==> config.mk <==
export PLATFORM = sky130hd
export DESIGN_NAME = rdl_route_top
export DESIGN_NICKNAME = d
export VERILOG_FILES = /design/src/common/rdl_pkg.sv /design/src/verilog/rdl_fifo.sv /design/src/verilog/rdl_frame_pos.sv /design/src/verilog/rdl_route_top.sv
export SDC_FILE = /design/constraint.sdc
export NUM_CORES = 1
export LEC_CHECK = 0
export BUFFER_PORTS_ARGS = -buffer_cell sky130_fd_sc_hd__buf_2
export CAP_MARGIN = 20
export CELL_PAD_IN_SITES_DETAIL_PLACEMENT = 0
export CELL_PAD_IN_SITES_GLOBAL_PLACEMENT = 1
export CORE_MARGIN = 2
export CORE_UTILIZATION = 39
export CTS_CLUSTER_SIZE = 25
export DETAILED_ROUTE_END_ITERATION = 7
export GPL_TIMING_DRIVEN = 0
export PLACE_DENSITY_LB_ADDON = 0.25
export SLEW_MARGIN = 20
export SYNTH_ARGS = -nofsm -noshare
export SYNTH_HDL_FRONTEND = slang
export SYNTH_HIERARCHICAL = 1
export SYNTH_SLANG_ARGS = --single-unit
==> constraint.sdc <==
create_clock -name sys_clk -period 4.39 [get_ports sys_clk]
set_input_delay 0.439 -clock sys_clk [delete_from_list [all_inputs] [get_ports sys_clk]]
set_output_delay 0.439 -clock sys_clk [all_outputs]
set_load 0.005 [all_outputs]
==> src/common/rdl_pkg.sv <==
package rdl_pkg;

    // Register map, byte addresses
    localparam logic [11:0] ROUTE_SEL_OFFSET  = 12'h10c;
    localparam logic [11:0] ROUTE_STAT_OFFSET = 12'h110;

    // Field positions in the route select register
    localparam int LINK_ROUTE_LSB = 0;
    localparam int DE_ROUTE_LSB   = 2;
    localparam int LINK_RATE_LSB  = 4;

    // Values after reset
    localparam logic [1:0] LINK_ROUTE_RST = 2'h0;
    localparam logic [1:0] DE_ROUTE_RST   = 2'h0;
    localparam logic [1:0] LINK_RATE_RST  = 2'h0;
    localparam logic [1:0] FRAME_IDX_RST  = 2'h0;

    // Link rate codes
    localparam logic [1:0] RATE_EVERY  = 2'h0;
    localparam logic [1:0] RATE_ODD    = 2'h1;
    localparam logic [1:0] RATE_EVEN   = 2'h2;

    // D/E slot route codes
    localparam logic [1:0] DE_TO_SERIAL = 2'h0;
    localparam logic [1:0] DE_TO_LAPD   = 2'h1;
    localparam logic [1:0] DE_TO_FRAC   = 2'h3;

    // Link route codes
    localparam logic [1:0] LINK_TO_LAPD_SER = 2'h0;
    localparam logic [1:0] LINK_TO_SER      = 2'h1;
    localparam logic [1:0] LINK_TO_OH_SER   = 2'h2;
    localparam logic [1:0] LINK_FORCE_ONES  = 2'h3;

    // Frame index within a group of four, frame 1 of the superframe is 1
    localparam logic [1:0] FRAME_FIRST = 2'h1;
    localparam logic [1:0] FRAME_ODD   = 2'h1;
    localparam logic [1:0] FRAME_EVEN  = 2'h3;

    // Buffer towards the receive LAPD controller
    localparam int LAPD_FIFO_DEPTH = 16;
    localparam int LAPD_FIFO_WIDTH = 2;

    // AXI responses
    localparam logic [1:0] AXI_OKAY   = 2'h0;
    localparam logic [1:0] AXI_SLVERR = 2'h2;

    // Framing format of the incoming line
    typedef enum logic [2:0] {
        FMT_ESF   = 3'h0,
        FMT_SF    = 3'h1,
        FMT_SLC96 = 3'h2,
        FMT_N     = 3'h3,
        FMT_T1DM  = 3'h4
    } rdl_format_t;

    // One received bit from the framer
    typedef struct packed {
        logic dataBit;   // Received bit value
        logic fBit;      // Bit is a framing bit
        logic deBit;     // Bit lies in the D/E time slot
        logic sfStart;   // Framing bit of superframe frame 1
    } rdl_stream_t;

    // Item handed to the LAPD controller
    typedef struct packed {
        logic fromDe;    // 1: D/E slot bit, 0: data link bit
        logic dataBit;   // Bit value
    } rdl_lapd_t;

    // Bit with strobe on an output pin
    typedef struct packed {
        logic stb;       // One-cycle strobe
        logic dataBit;   // Bit value
    } rdl_pin_t;

endpackage

==> src/verilog/rdl_fifo.sv <==
`timescale 1ns/100ps
module rdl_fifo #(
    parameter int WIDTH = 2,
    parameter int DEPTH = 16
) (
    input  wire logic                       sys_clk,  // System clock
    input  wire logic                       reset,    // Synchronous reset
    input  wire logic [WIDTH-1:0]           inData,   // Write data
    input  wire logic                       inValid,  // Write request
    output logic                            inReady,  // Not full
    output logic [WIDTH-1:0]                outData,  // Head of queue
    output logic                            outValid, // Not empty
    input  wire logic                       outReady, // Reader takes head
    output logic [$clog2(DEPTH+1)-1:0]      level     // Words stored
);
    localparam int AW = $clog2(DEPTH);

    logic [WIDTH-1:0]         mem [DEPTH];
    logic [AW-1:0]            wrPtr_q;
    logic [AW-1:0]            rdPtr_q;
    logic [$clog2(DEPTH+1)-1:0] count_q;
    logic                     push;
    logic                     pop;

    // Handshakes and flags
    assign inReady  = (count_q != DEPTH[$clog2(DEPTH+1)-1:0]);
    assign outValid = (count_q != '0);
    assign push     = inValid && inReady;
    assign pop      = outValid && outReady;
    assign outData  = mem[rdPtr_q];
    assign level    = count_q;

    // Storage
    always_ff @(posedge sys_clk) begin
        if (push) begin
            mem[wrPtr_q] <= inData;
        end
    end

    // Pointers and fill level
    always_ff @(posedge sys_clk) begin
        if (reset) begin
            wrPtr_q <= '0;
            rdPtr_q <= '0;
            count_q <= '0;
        end else begin
            if (push) begin
                wrPtr_q <= (wrPtr_q == AW'(DEPTH - 1)) ? '0 : wrPtr_q + 1'b1;
            end
            if (pop) begin
                rdPtr_q <= (rdPtr_q == AW'(DEPTH - 1)) ? '0 : rdPtr_q + 1'b1;
            end
            if (push && !pop) begin
                count_q <= count_q + 1'b1;
            end else if (pop && !push) begin
                count_q <= count_q - 1'b1;
            end
        end
    end
endmodule

==> src/verilog/rdl_frame_pos.sv <==
`timescale 1ns/100ps
module rdl_frame_pos (
    input  wire logic       sys_clk,  // System clock
    input  wire logic       reset,    // Synchronous reset
    input  wire logic       fbitStep, // Framing bit accepted
    input  wire logic       sfStart,  // That framing bit opens frame 1
    output logic [1:0]      curIdx,   // Index of the current frame, mod 4
    output logic [1:0]      lastIdx   // Index of the last framing bit
);
    logic [1:0] idx_q;
    logic [1:0] idx_d;

    // Superframe start realigns, otherwise count on
    always_comb begin
        idx_d = sfStart ? rdl_pkg::FRAME_FIRST : idx_q + 2'h1;
    end

    assign curIdx  = idx_d;
    assign lastIdx = idx_q;

    // Remember index of each framing bit
    always_ff @(posedge sys_clk) begin
        if (reset) begin
            idx_q <= rdl_pkg::FRAME_IDX_RST;
        end else if (fbitStep) begin
            idx_q <= idx_d;
        end
    end
endmodule

==> src/verilog/rdl_route_top.sv <==
`timescale 1ns/100ps
////////////////////////////////////////////////////////////////////////////////
module rdl_route_top (
    input  wire logic                 sys_clk,     // System clock, 100 MHz
    input  wire logic                 reset,       // Synchronous reset
    // AXI4-Lite slave
    input  wire logic [11:0]          s_awaddr,    // Write address
    input  wire logic                 s_awvalid,   // Write address valid
    output logic                      s_awready,   // Write address ready
    input  wire logic [31:0]          s_wdata,     // Write data
    input  wire logic [3:0]           s_wstrb,     // Write byte enables
    input  wire logic                 s_wvalid,    // Write data valid
    output logic                      s_wready,    // Write data ready
    output logic [1:0]                s_bresp,     // Write response
    output logic                      s_bvalid,    // Write response valid
    input  wire logic                 s_bready,    // Write response ready
    input  wire logic [11:0]          s_araddr,    // Read address
    input  wire logic                 s_arvalid,   // Read address valid
    output logic                      s_arready,   // Read address ready
    output logic [31:0]               s_rdata,     // Read data
    output logic [1:0]                s_rresp,     // Read response
    output logic                      s_rvalid,    // Read data valid
    input  wire logic                 s_rready,    // Read data ready
    // Receive stream from the framer
    input  wire rdl_pkg::rdl_format_t lineFormat,  // Framing format in use
    input  wire rdl_pkg::rdl_stream_t inBit,       // Received bit
    input  wire logic                 inValid,     // Bit offered
    output logic                      inReady,     // Bit taken
    // Output pins
    output rdl_pkg::rdl_pin_t         rx_serial_out,     // Serial data out
    output rdl_pkg::rdl_pin_t         rx_overhead_out,   // Overhead out
    output rdl_pkg::rdl_pin_t         rx_fractional_out, // Fractional out
    // Receive LAPD controller one
    output rdl_pkg::rdl_lapd_t        lapdData,    // Bit for the controller
    output logic                      lapdValid,   // Bit available
    input  wire logic                 lapdReady    // Controller takes bit
);

    ////////////////////////////////////////////////////////////////////////////
    // Configuration and status state

    logic [1:0]  rx_link_rate_select_q;
    logic [1:0]  rx_de_slot_route_q;
    logic [1:0]  rx_link_route_q;

    logic [11:0] awAddr_q;
    logic        awHeld_q;
    logic [31:0] wData_q;
    logic [3:0]  wStrb_q;
    logic        wHeld_q;
    logic        bValid_q;
    logic [1:0]  bResp_q;
    logic        rValid_q;
    logic [31:0] rData_q;
    logic [1:0]  rResp_q;
    logic        doWrite;

    logic [1:0]  frameIdx;
    logic [1:0]  lastIdx;
    logic        accept;
    logic        isLink;
    logic        isDe;
    logic        pushLapd;
    logic        fifoInReady;
    rdl_pkg::rdl_lapd_t lapdItem;
    logic [4:0]  fifoLevel;

    rdl_pkg::rdl_pin_t serial_q;
    rdl_pkg::rdl_pin_t serial_d;
    rdl_pkg::rdl_pin_t oh_q;
    rdl_pkg::rdl_pin_t oh_d;
    rdl_pkg::rdl_pin_t frac_q;
    rdl_pkg::rdl_pin_t frac_d;

    ////////////////////////////////////////////////////////////////////////////
    // Helper functions

    // Whether a framing bit carries the data link
    function automatic logic link_slot(
        input rdl_pkg::rdl_format_t fmt,
        input logic [1:0]           rate,
        input logic [1:0]           idx
    );
        logic hit;
        hit = 1'b0;
        case (fmt)
            rdl_pkg::FMT_T1DM: begin
                hit = 1'b1;
            end
            rdl_pkg::FMT_ESF: begin
                case (rate)
                    rdl_pkg::RATE_ODD: begin
                        hit = (idx == rdl_pkg::FRAME_ODD);
                    end
                    rdl_pkg::RATE_EVEN: begin
                        hit = (idx == rdl_pkg::FRAME_EVEN);
                    end
                    default: begin
                        hit = idx[0];
                    end
                endcase
            end
            default: begin
                hit = idx[0];
            end
        endcase
        return hit;
    endfunction

    // Register read view
    function automatic logic [31:0] reg_view(
        input logic [11:0] addr,
        input logic [1:0]  rate,
        input logic [1:0]  deRoute,
        input logic [1:0]  lnRoute,
        input logic [4:0]  level,
        input logic [1:0]  idx
    );
        logic [31:0] v;
        v = 32'h0;
        if (addr == rdl_pkg::ROUTE_SEL_OFFSET) begin
            v[rdl_pkg::LINK_RATE_LSB +: 2]  = rate;
            v[rdl_pkg::DE_ROUTE_LSB +: 2]   = deRoute;
            v[rdl_pkg::LINK_ROUTE_LSB +: 2] = lnRoute;
        end else if (addr == rdl_pkg::ROUTE_STAT_OFFSET) begin
            v[4:0] = level;
            v[9:8] = idx;
        end
        return v;
    endfunction

    // Known register address
    function automatic logic reg_hit(input logic [11:0] addr);
        return (addr == rdl_pkg::ROUTE_SEL_OFFSET) || (addr == rdl_pkg::ROUTE_STAT_OFFSET);
    endfunction

    ////////////////////////////////////////////////////////////////////////////
    // AXI4-Lite write path

    assign s_awready = !awHeld_q && !bValid_q;
    assign s_wready  = !wHeld_q && !bValid_q;
    assign s_bvalid  = bValid_q;
    assign s_bresp   = bResp_q;
    assign doWrite   = awHeld_q && wHeld_q && !bValid_q;

    // Hold address and data until both are in
    always_ff @(posedge sys_clk) begin
        if (reset) begin
            awHeld_q <= 1'b0;
            awAddr_q <= 12'h0;
            wHeld_q  <= 1'b0;
            wData_q  <= 32'h0;
            wStrb_q  <= 4'h0;
        end else begin
            if (s_awvalid && s_awready) begin
                awHeld_q <= 1'b1;
                awAddr_q <= s_awaddr;
            end else if (doWrite) begin
                awHeld_q <= 1'b0;
            end
            if (s_wvalid && s_wready) begin
                wHeld_q <= 1'b1;
                wData_q <= s_wdata;
                wStrb_q <= s_wstrb;
            end else if (doWrite) begin
                wHeld_q <= 1'b0;
            end
        end
    end

    // Write response
    always_ff @(posedge sys_clk) begin
        if (reset) begin
            bValid_q <= 1'b0;
            bResp_q  <= rdl_pkg::AXI_OKAY;
        end else if (doWrite) begin
            bValid_q <= 1'b1;
            bResp_q  <= reg_hit(awAddr_q) ? rdl_pkg::AXI_OKAY : rdl_pkg::AXI_SLVERR;
        end else if (s_bready) begin
            bValid_q <= 1'b0;
        end
    end

    // Route select fields, low byte lane only
    always_ff @(posedge sys_clk) begin
        if (reset) begin
            rx_link_rate_select_q <= rdl_pkg::LINK_RATE_RST;
            rx_de_slot_route_q    <= rdl_pkg::DE_ROUTE_RST;
            rx_link_route_q       <= rdl_pkg::LINK_ROUTE_RST;
        end else if (doWrite && wStrb_q[0] && awAddr_q == rdl_pkg::ROUTE_SEL_OFFSET) begin
            rx_link_rate_select_q <= wData_q[rdl_pkg::LINK_RATE_LSB +: 2];
            rx_de_slot_route_q    <= wData_q[rdl_pkg::DE_ROUTE_LSB +: 2];
            rx_link_route_q       <= wData_q[rdl_pkg::LINK_ROUTE_LSB +: 2];
        end
    end

    ////////////////////////////////////////////////////////////////////////////
    // AXI4-Lite read path

    assign s_arready = !rValid_q;
    assign s_rvalid  = rValid_q;
    assign s_rdata   = rData_q;
    assign s_rresp   = rResp_q;

    // Read data captured on address acceptance
    always_ff @(posedge sys_clk) begin
        if (reset) begin
            rValid_q <= 1'b0;
            rData_q  <= 32'h0;
            rResp_q  <= rdl_pkg::AXI_OKAY;
        end else if (s_arvalid && s_arready) begin
            rValid_q <= 1'b1;
            rData_q  <= reg_view(s_araddr, rx_link_rate_select_q, rx_de_slot_route_q,
                                 rx_link_route_q, fifoLevel, lastIdx);
            rResp_q  <= reg_hit(s_araddr) ? rdl_pkg::AXI_OKAY : rdl_pkg::AXI_SLVERR;
        end else if (s_rready) begin
            rValid_q <= 1'b0;
        end
    end

    ////////////////////////////////////////////////////////////////////////////
    // Frame position tracking

    rdl_frame_pos u_frame_pos (
        .sys_clk  (sys_clk),
        .reset    (reset),
        .fbitStep (accept && inBit.fBit),
        .sfStart  (inBit.sfStart),
        .curIdx   (frameIdx),
        .lastIdx  (lastIdx)
    );

    ////////////////////////////////////////////////////////////////////////////
    // Bit classification and back-pressure

    // A bit bound for the LAPD buffer stalls the stream while it is full
    assign isLink   = inBit.fBit && link_slot(lineFormat, rx_link_rate_select_q, frameIdx);
    assign isDe     = inBit.deBit && !inBit.fBit;
    assign pushLapd = (isLink && rx_link_route_q == rdl_pkg::LINK_TO_LAPD_SER)
                   || (isDe && rx_de_slot_route_q == rdl_pkg::DE_TO_LAPD);
    assign inReady  = fifoInReady || !pushLapd;
    assign accept   = inValid && inReady;

    assign lapdItem.fromDe  = isDe;
    assign lapdItem.dataBit = inBit.dataBit;

    ////////////////////////////////////////////////////////////////////////////
    // Output pin selection

    // Serial output carries every bit; link and D/E bits per route
    always_comb begin
        serial_d.stb     = accept;
        serial_d.dataBit = inBit.dataBit;
        if (isLink && rx_link_route_q == rdl_pkg::LINK_FORCE_ONES) begin
            serial_d.dataBit = 1'b1;
        end else if (isDe && rx_de_slot_route_q != rdl_pkg::DE_TO_SERIAL
                     && rx_de_slot_route_q != 2'h2) begin
            serial_d.dataBit = 1'b1;
        end
    end

    // Overhead output gets link bits only in route 10
    always_comb begin
        oh_d.stb     = accept && isLink && rx_link_route_q == rdl_pkg::LINK_TO_OH_SER;
        oh_d.dataBit = inBit.dataBit;
    end

    // Fractional output gets D/E bits only in route 11
    always_comb begin
        frac_d.stb     = accept && isDe && rx_de_slot_route_q == rdl_pkg::DE_TO_FRAC;
        frac_d.dataBit = inBit.dataBit;
    end

    // Output pins registered; route 01 leaves link bits on serial only
    always_ff @(posedge sys_clk) begin
        if (reset) begin
            serial_q <= '0;
            oh_q     <= '0;
            frac_q   <= '0;
        end else begin
            serial_q <= serial_d;
            oh_q     <= oh_d;
            frac_q   <= frac_d;
        end
    end

    assign rx_serial_out     = serial_q;
    assign rx_overhead_out   = oh_q;
    assign rx_fractional_out = frac_q;

    ////////////////////////////////////////////////////////////////////////////
    // Buffer towards LAPD controller one

    rdl_fifo #(
        .WIDTH (rdl_pkg::LAPD_FIFO_WIDTH),
        .DEPTH (rdl_pkg::LAPD_FIFO_DEPTH)
    ) u_lapd_fifo (
        .sys_clk  (sys_clk),
        .reset    (reset),
        .inData   (lapdItem),
        .inValid  (inValid && pushLapd),
        .inReady  (fifoInReady),
        .outData  (lapdData),
        .outValid (lapdValid),
        .outReady (lapdReady),
        .level    (fifoLevel)
    );

endmodule

==> impl_summary.md <==
Status
The flow ran to the end, and the final reports show no timing, DRC or antenna violations.

Min path
The hold path startpoint is s_rready. The path class of the tightest hold or removal check is input port to flop. The count of cells along the worst hold path is 2. The endpoint with the worst hold slack is s_rvalid$_SDFFE_PP0P_.

Critical path
The critical path required time is 4.64 ns. The worst setup path is captured at a flop. The type of origin of the critical path is a flop. The startpoint of the worst setup timing path is rx_link_rate_select_q[0]$_SDFFE_PP0P_. In this run the critical register-to-register path is captured at u_lapd_fifo/level[4]$_SDFFE_PP0P_. The arrival time of data at the critical path endpoint is 3.80 ns.

The startpoint of the most critical register-to-register path is rx_link_rate_select_q[0]$_SDFFE_PP0P_. For flop-to-flop paths, the worst setup slack is 0.84 ns. The maximum net fanout on the critical path is 8. The path type of the worst setup path is flop to flop. The number of cells on the worst reg-to-reg path is 14.

Synth
In the synthesized netlist the dominant register cell turns out to be sky130_fd_sc_hd__dfxtp_1. Sorting the synthesized cells by area gives the leading types as sky130_fd_sc_hd__dfxtp_1 (29%), sky130_fd_sc_hd__edfxtp_1 (22%), sky130_fd_sc_hd__buf_4 (4.9%). The mean post-synth cell area is 10.6 um^2. The cell area after synthesis is 0.00433 mm^2.

The netlist uses 57 different library cells. During synthesis, Yosys emitted a total of 6 warnings. Synthesis handed over a netlist of 408 instances. The register area share after synthesis is 51.3%. The share of the synthesized area in the top cell type is 29.1%.

The share of async-settable or async-resettable flops after synthesis is 0%. The number of storage elements in the synthesis netlist is 95. The largest area contributor in the netlist is sky130_fd_sc_hd__dfxtp_1. Counting flops with a built-in enable in the synthesized netlist gives 32.

Route
The detailed router placed 3147 vias in this run. Summed over all layers, the routed wires come to 8.87 mm. Before antenna repair, the detailed router went through 4 iterations.

The uppermost layer routed is met4. In the detailed route, the total length drawn on met3 is 486 um. The detailed-route wire length per cell is 13.4 um.

The count of nets left with antenna violations once routing finished came out at 0. After the first detailed-routing iteration, the DRC count stood at 123. After detailed routing, the wire length on met1 is 3.97 mm. The wire length on met2 is 4.35 mm. The post-detailed-route DRC marker count is 0.

The number of vias per cell after detailed routing is 4.77.

Die
The starting density of the core is 39.9%. The die height is 109 um. The floorplan step defined a die boundary enclosing 0.0120 mm^2. The number of top-level pins is 127. The core area is 0.0108 mm^2. The floorplan has 38 rows. The x dimension of the die is 109 um.

Cells and area
Summing all non-filler instances in the final layout gives an area of 0.00514 mm^2. From synthesis to final layout, the design area changed by 18.8%. The number of inserted diodes is 0. In the layout the commonest cells are sky130_fd_sc_hd__buf_2 (72), sky130_fd_sc_hd__dfxtp_1 (63), sky130_fd_sc_hd__nand2_1 (49). The net count reported at finish is 602. Leaving out filler cells and counting taps, the final layout contains 660. The post-route netlist has 26.7% of its cells at a drive strength greater than 1. The most common cell after layout, fill and taps aside is sky130_fd_sc_hd__buf_2.

Clocking
At the later pin of the worst-skew pair, clock insertion delay measures 0.36 ns. The post-cts gate resize count is 0. The CTS H-tree depth is 3. For this design, the sink count on the clock tree is 95.

The setup fix buffers added after clock tree synthesis is 0. The TritonCTS clock tree is built. The number of buffers between clock root and the deepest sink is 2. In this run the clock root is driven by a sky130_fd_sc_hd__clkbuf_8. The number of buffers added by the clock tree synthesis step is 9. The CTS clock-pin slew for the worst setup and hold paths is 0.09 ns.

Hold repair after CTS inserted 0 buffers.

STA
The worst relative slew slack is 30.6%. The pin slew with the least headroom to its limit is 1.04 ns. The tightest hold margin is 0.264 ns.

Subtracting the final worst setup slack from the clock period gives 3.55 ns. Setup violations remaining at the end of the flow were counted as 0. Once routing completed, OpenROAD measured the worst setup slack at 0.838 ns. The maximum clock rate is 282 MHz. The number of hold-slack violations in the final timing report is 0. Of the available clock period, the critical path in the final layout requires 80.9%.

The summed negative setup slack over all endpoints is 0 ns. Between clock sinks in the finished design, the worst skew comes to 0.0144 ns. The final count of pins violating max slew is 0. Setup repair after global routing left no endpoint under its margin.

Place
At the placement stage, the worst setup path has a slack of 0.791 ns. The cell area after placement is 0.00495 mm^2. Detailed placement finished with a half-perimeter wire length of 6.61 mm. The routability congestion estimate is 0.781. The count of input and output buffers is 71. The number of placed instances, taps included is 644.

Job
The tool flagged a number of max-cap violations equal to 0.

GRT
The initial antenna violation count is 0. The global-route congestion overflow total is 0. The first-pass GRT wire length is 14.1 mm.

Global routing used 15.5% of the available tracks. The number of global-route vias before repair is 2896. Entering global routing, the biggest net connects 19 pins.

Power and ir drop
VDD sags by at most 0.192 mV. For this design the static power due to leakage is 2.13 nW. Power spread over the standard cell area amounts to 408 mW/mm^2.
-- final cells by class --
type,instances,area (um^2)
fill,1054,5700
sequential,95,2220
multi-input combinational,287,1900
timing repair buffer,71,355
buffer,41,260
tap,140,175
clock buffer,11,131
clock inverter,5,58.8
inverter,10,37.5
-- metrics by stage --
stage,util [%],power (mW)
floorplan,-,1.41
global placement,45.7,1.54
detailed placement,45.7,1.56
CTS,47.5,2.12
global route,47.5,2.23
finish,47.5,2.10
-- report_power, final --
| part | switching [mW] | internal, mW | leakage [nW] | total, mW |
|---|---|---|---|---|
| sequential | 0.0644 | 0.963 | 0.805 | 1.03 |
| clock | 0.302 | 0.264 | 0.0857 | 0.565 |
| combinational | 0.265 | 0.242 | 1.24 | 0.507 |
| total | 0.631 | 1.47 | 2.13 | 2.10 |
-- routing by layer --
metal  track usage, %  up-vias
li1                 -     1611
met3             5.10        6
met4             3.25        0
met5                0        -
met1             19.2     1450
met2             26.4       80
-- cells in the mapped netlist (2+ instances only) --
cell type and n:
sky130_fd_sc_hd__a21o_1 7, sky130_fd_sc_hd__nor3_1 9, sky130_fd_sc_hd__or4_4 2, sky130_fd_sc_hd__a211oi_1 5, sky130_fd_sc_hd__nor4_1 3, sky130_fd_sc_hd__and2_1 4, sky130_fd_sc_hd__nor4b_1 4, sky130_fd_sc_hd__o211ai_1 3
sky130_fd_sc_hd__o21ai_0 2, sky130_fd_sc_hd__nand2b_1 6, sky130_fd_sc_hd__buf_1 3, sky130_fd_sc_hd__mux2i_1 19, sky130_fd_sc_hd__nor3b_1 2, sky130_fd_sc_hd__dfxtp_1 63, sky130_fd_sc_hd__xnor2_1 3, sky130_fd_sc_hd__xor2_1 3
sky130_fd_sc_hd__a22o_1 7, sky130_fd_sc_hd__clkbuf_1 9, sky130_fd_sc_hd__a31oi_1 3, sky130_fd_sc_hd__nor2b_1 8, sky130_fd_sc_hd__nand3_1 5, sky130_fd_sc_hd__nor2_1 45, sky130_fd_sc_hd__ha_1 10, sky130_fd_sc_hd__edfxtp_1 32
sky130_fd_sc_hd__a21oi_1 26, sky130_fd_sc_hd__nand2_1 49, sky130_fd_sc_hd__mux4_2 8, sky130_fd_sc_hd__and3_1 3, sky130_fd_sc_hd__buf_4 28, sky130_fd_sc_hd__inv_1 10
-- state kept, by name, indices dropped and copies added, names as in the netlist, named ones only --
name / cells
u_lapd_fifo/mem: 32
awAddr_q: 12
s_rdata: 8
wData_q: 6
u_lapd_fifo/level: 5
u_lapd_fifo/rdPtr_q: 4
u_lapd_fifo/wrPtr_q: 4
rx_de_slot_route_q: 2
rx_fractional_out: 2
rx_link_rate_select_q: 2
rx_link_route_q: 2
rx_serial_out: 2
u_frame_pos/lastIdx: 2
awHeld_q: 1
rx_overhead_out: 1
s_bresp: 1
s_bvalid: 1
s_rresp: 1
s_rvalid: 1
wHeld_q: 1
wStrb_q: 1
-- how the worst max path moves through the flow --
| stage | to | slack, ns | cells past startpoint |
|---|---|---|---|
| floorplan | u_lapd_fifo/level[4]$_SDFFE_PP0P_ | 1.18 | 14 |
| global placement | u_lapd_fifo/level[4]$_SDFFE_PP0P_ | 0.83 | 13 |
| detailed placement | u_lapd_fifo/level[4]$_SDFFE_PP0P_ | 0.79 | 13 |
| CTS | u_lapd_fifo/level[4]$_SDFFE_PP0P_ | 0.83 | 14 |
| global route | u_lapd_fifo/level[4]$_SDFFE_PP0P_ | 0.59 | 14 |
| finish | u_lapd_fifo/level[4]$_SDFFE_PP0P_ | 0.84 | 14 |
-- critical path, cell delays in order, from the launching register on --
cell and delay [ns]:
sky130_fd_sc_hd__dfxtp_1 0.37, sky130_fd_sc_hd__inv_1 0.06, sky130_fd_sc_hd__ha_1 0.29, sky130_fd_sc_hd__or4_4 0.45
sky130_fd_sc_hd__nor2_4 0.15, sky130_fd_sc_hd__o22ai_1 0.13, sky130_fd_sc_hd__and2_1 0.22, sky130_fd_sc_hd__a21boi_2 0.22
sky130_fd_sc_hd__ha_1 0.27, sky130_fd_sc_hd__inv_1 0.15, sky130_fd_sc_hd__ha_1 0.30, sky130_fd_sc_hd__a21oi_1 0.22
sky130_fd_sc_hd__a211oi_1 0.11, sky130_fd_sc_hd__a31oi_1 0.17, sky130_fd_sc_hd__mux2_2 0.34
-- cell families after synthesis --
| family | Yosys count | share of synthesized area (%) |
|---|---|---|
| compound gates | 67 | 11.4 |
| flops | 95 | 51.3 |
| other cells | 1 | 0.0866 |
| fa+ha+maj | 11 | 3.35 |
| buf+inv | 51 | 6.88 |
| simple gates | 149 | 16.9 |
| mux | 28 | 8.81 |
| xor+xnor | 6 | 1.21 |
(Power assumes the default switching activity.)
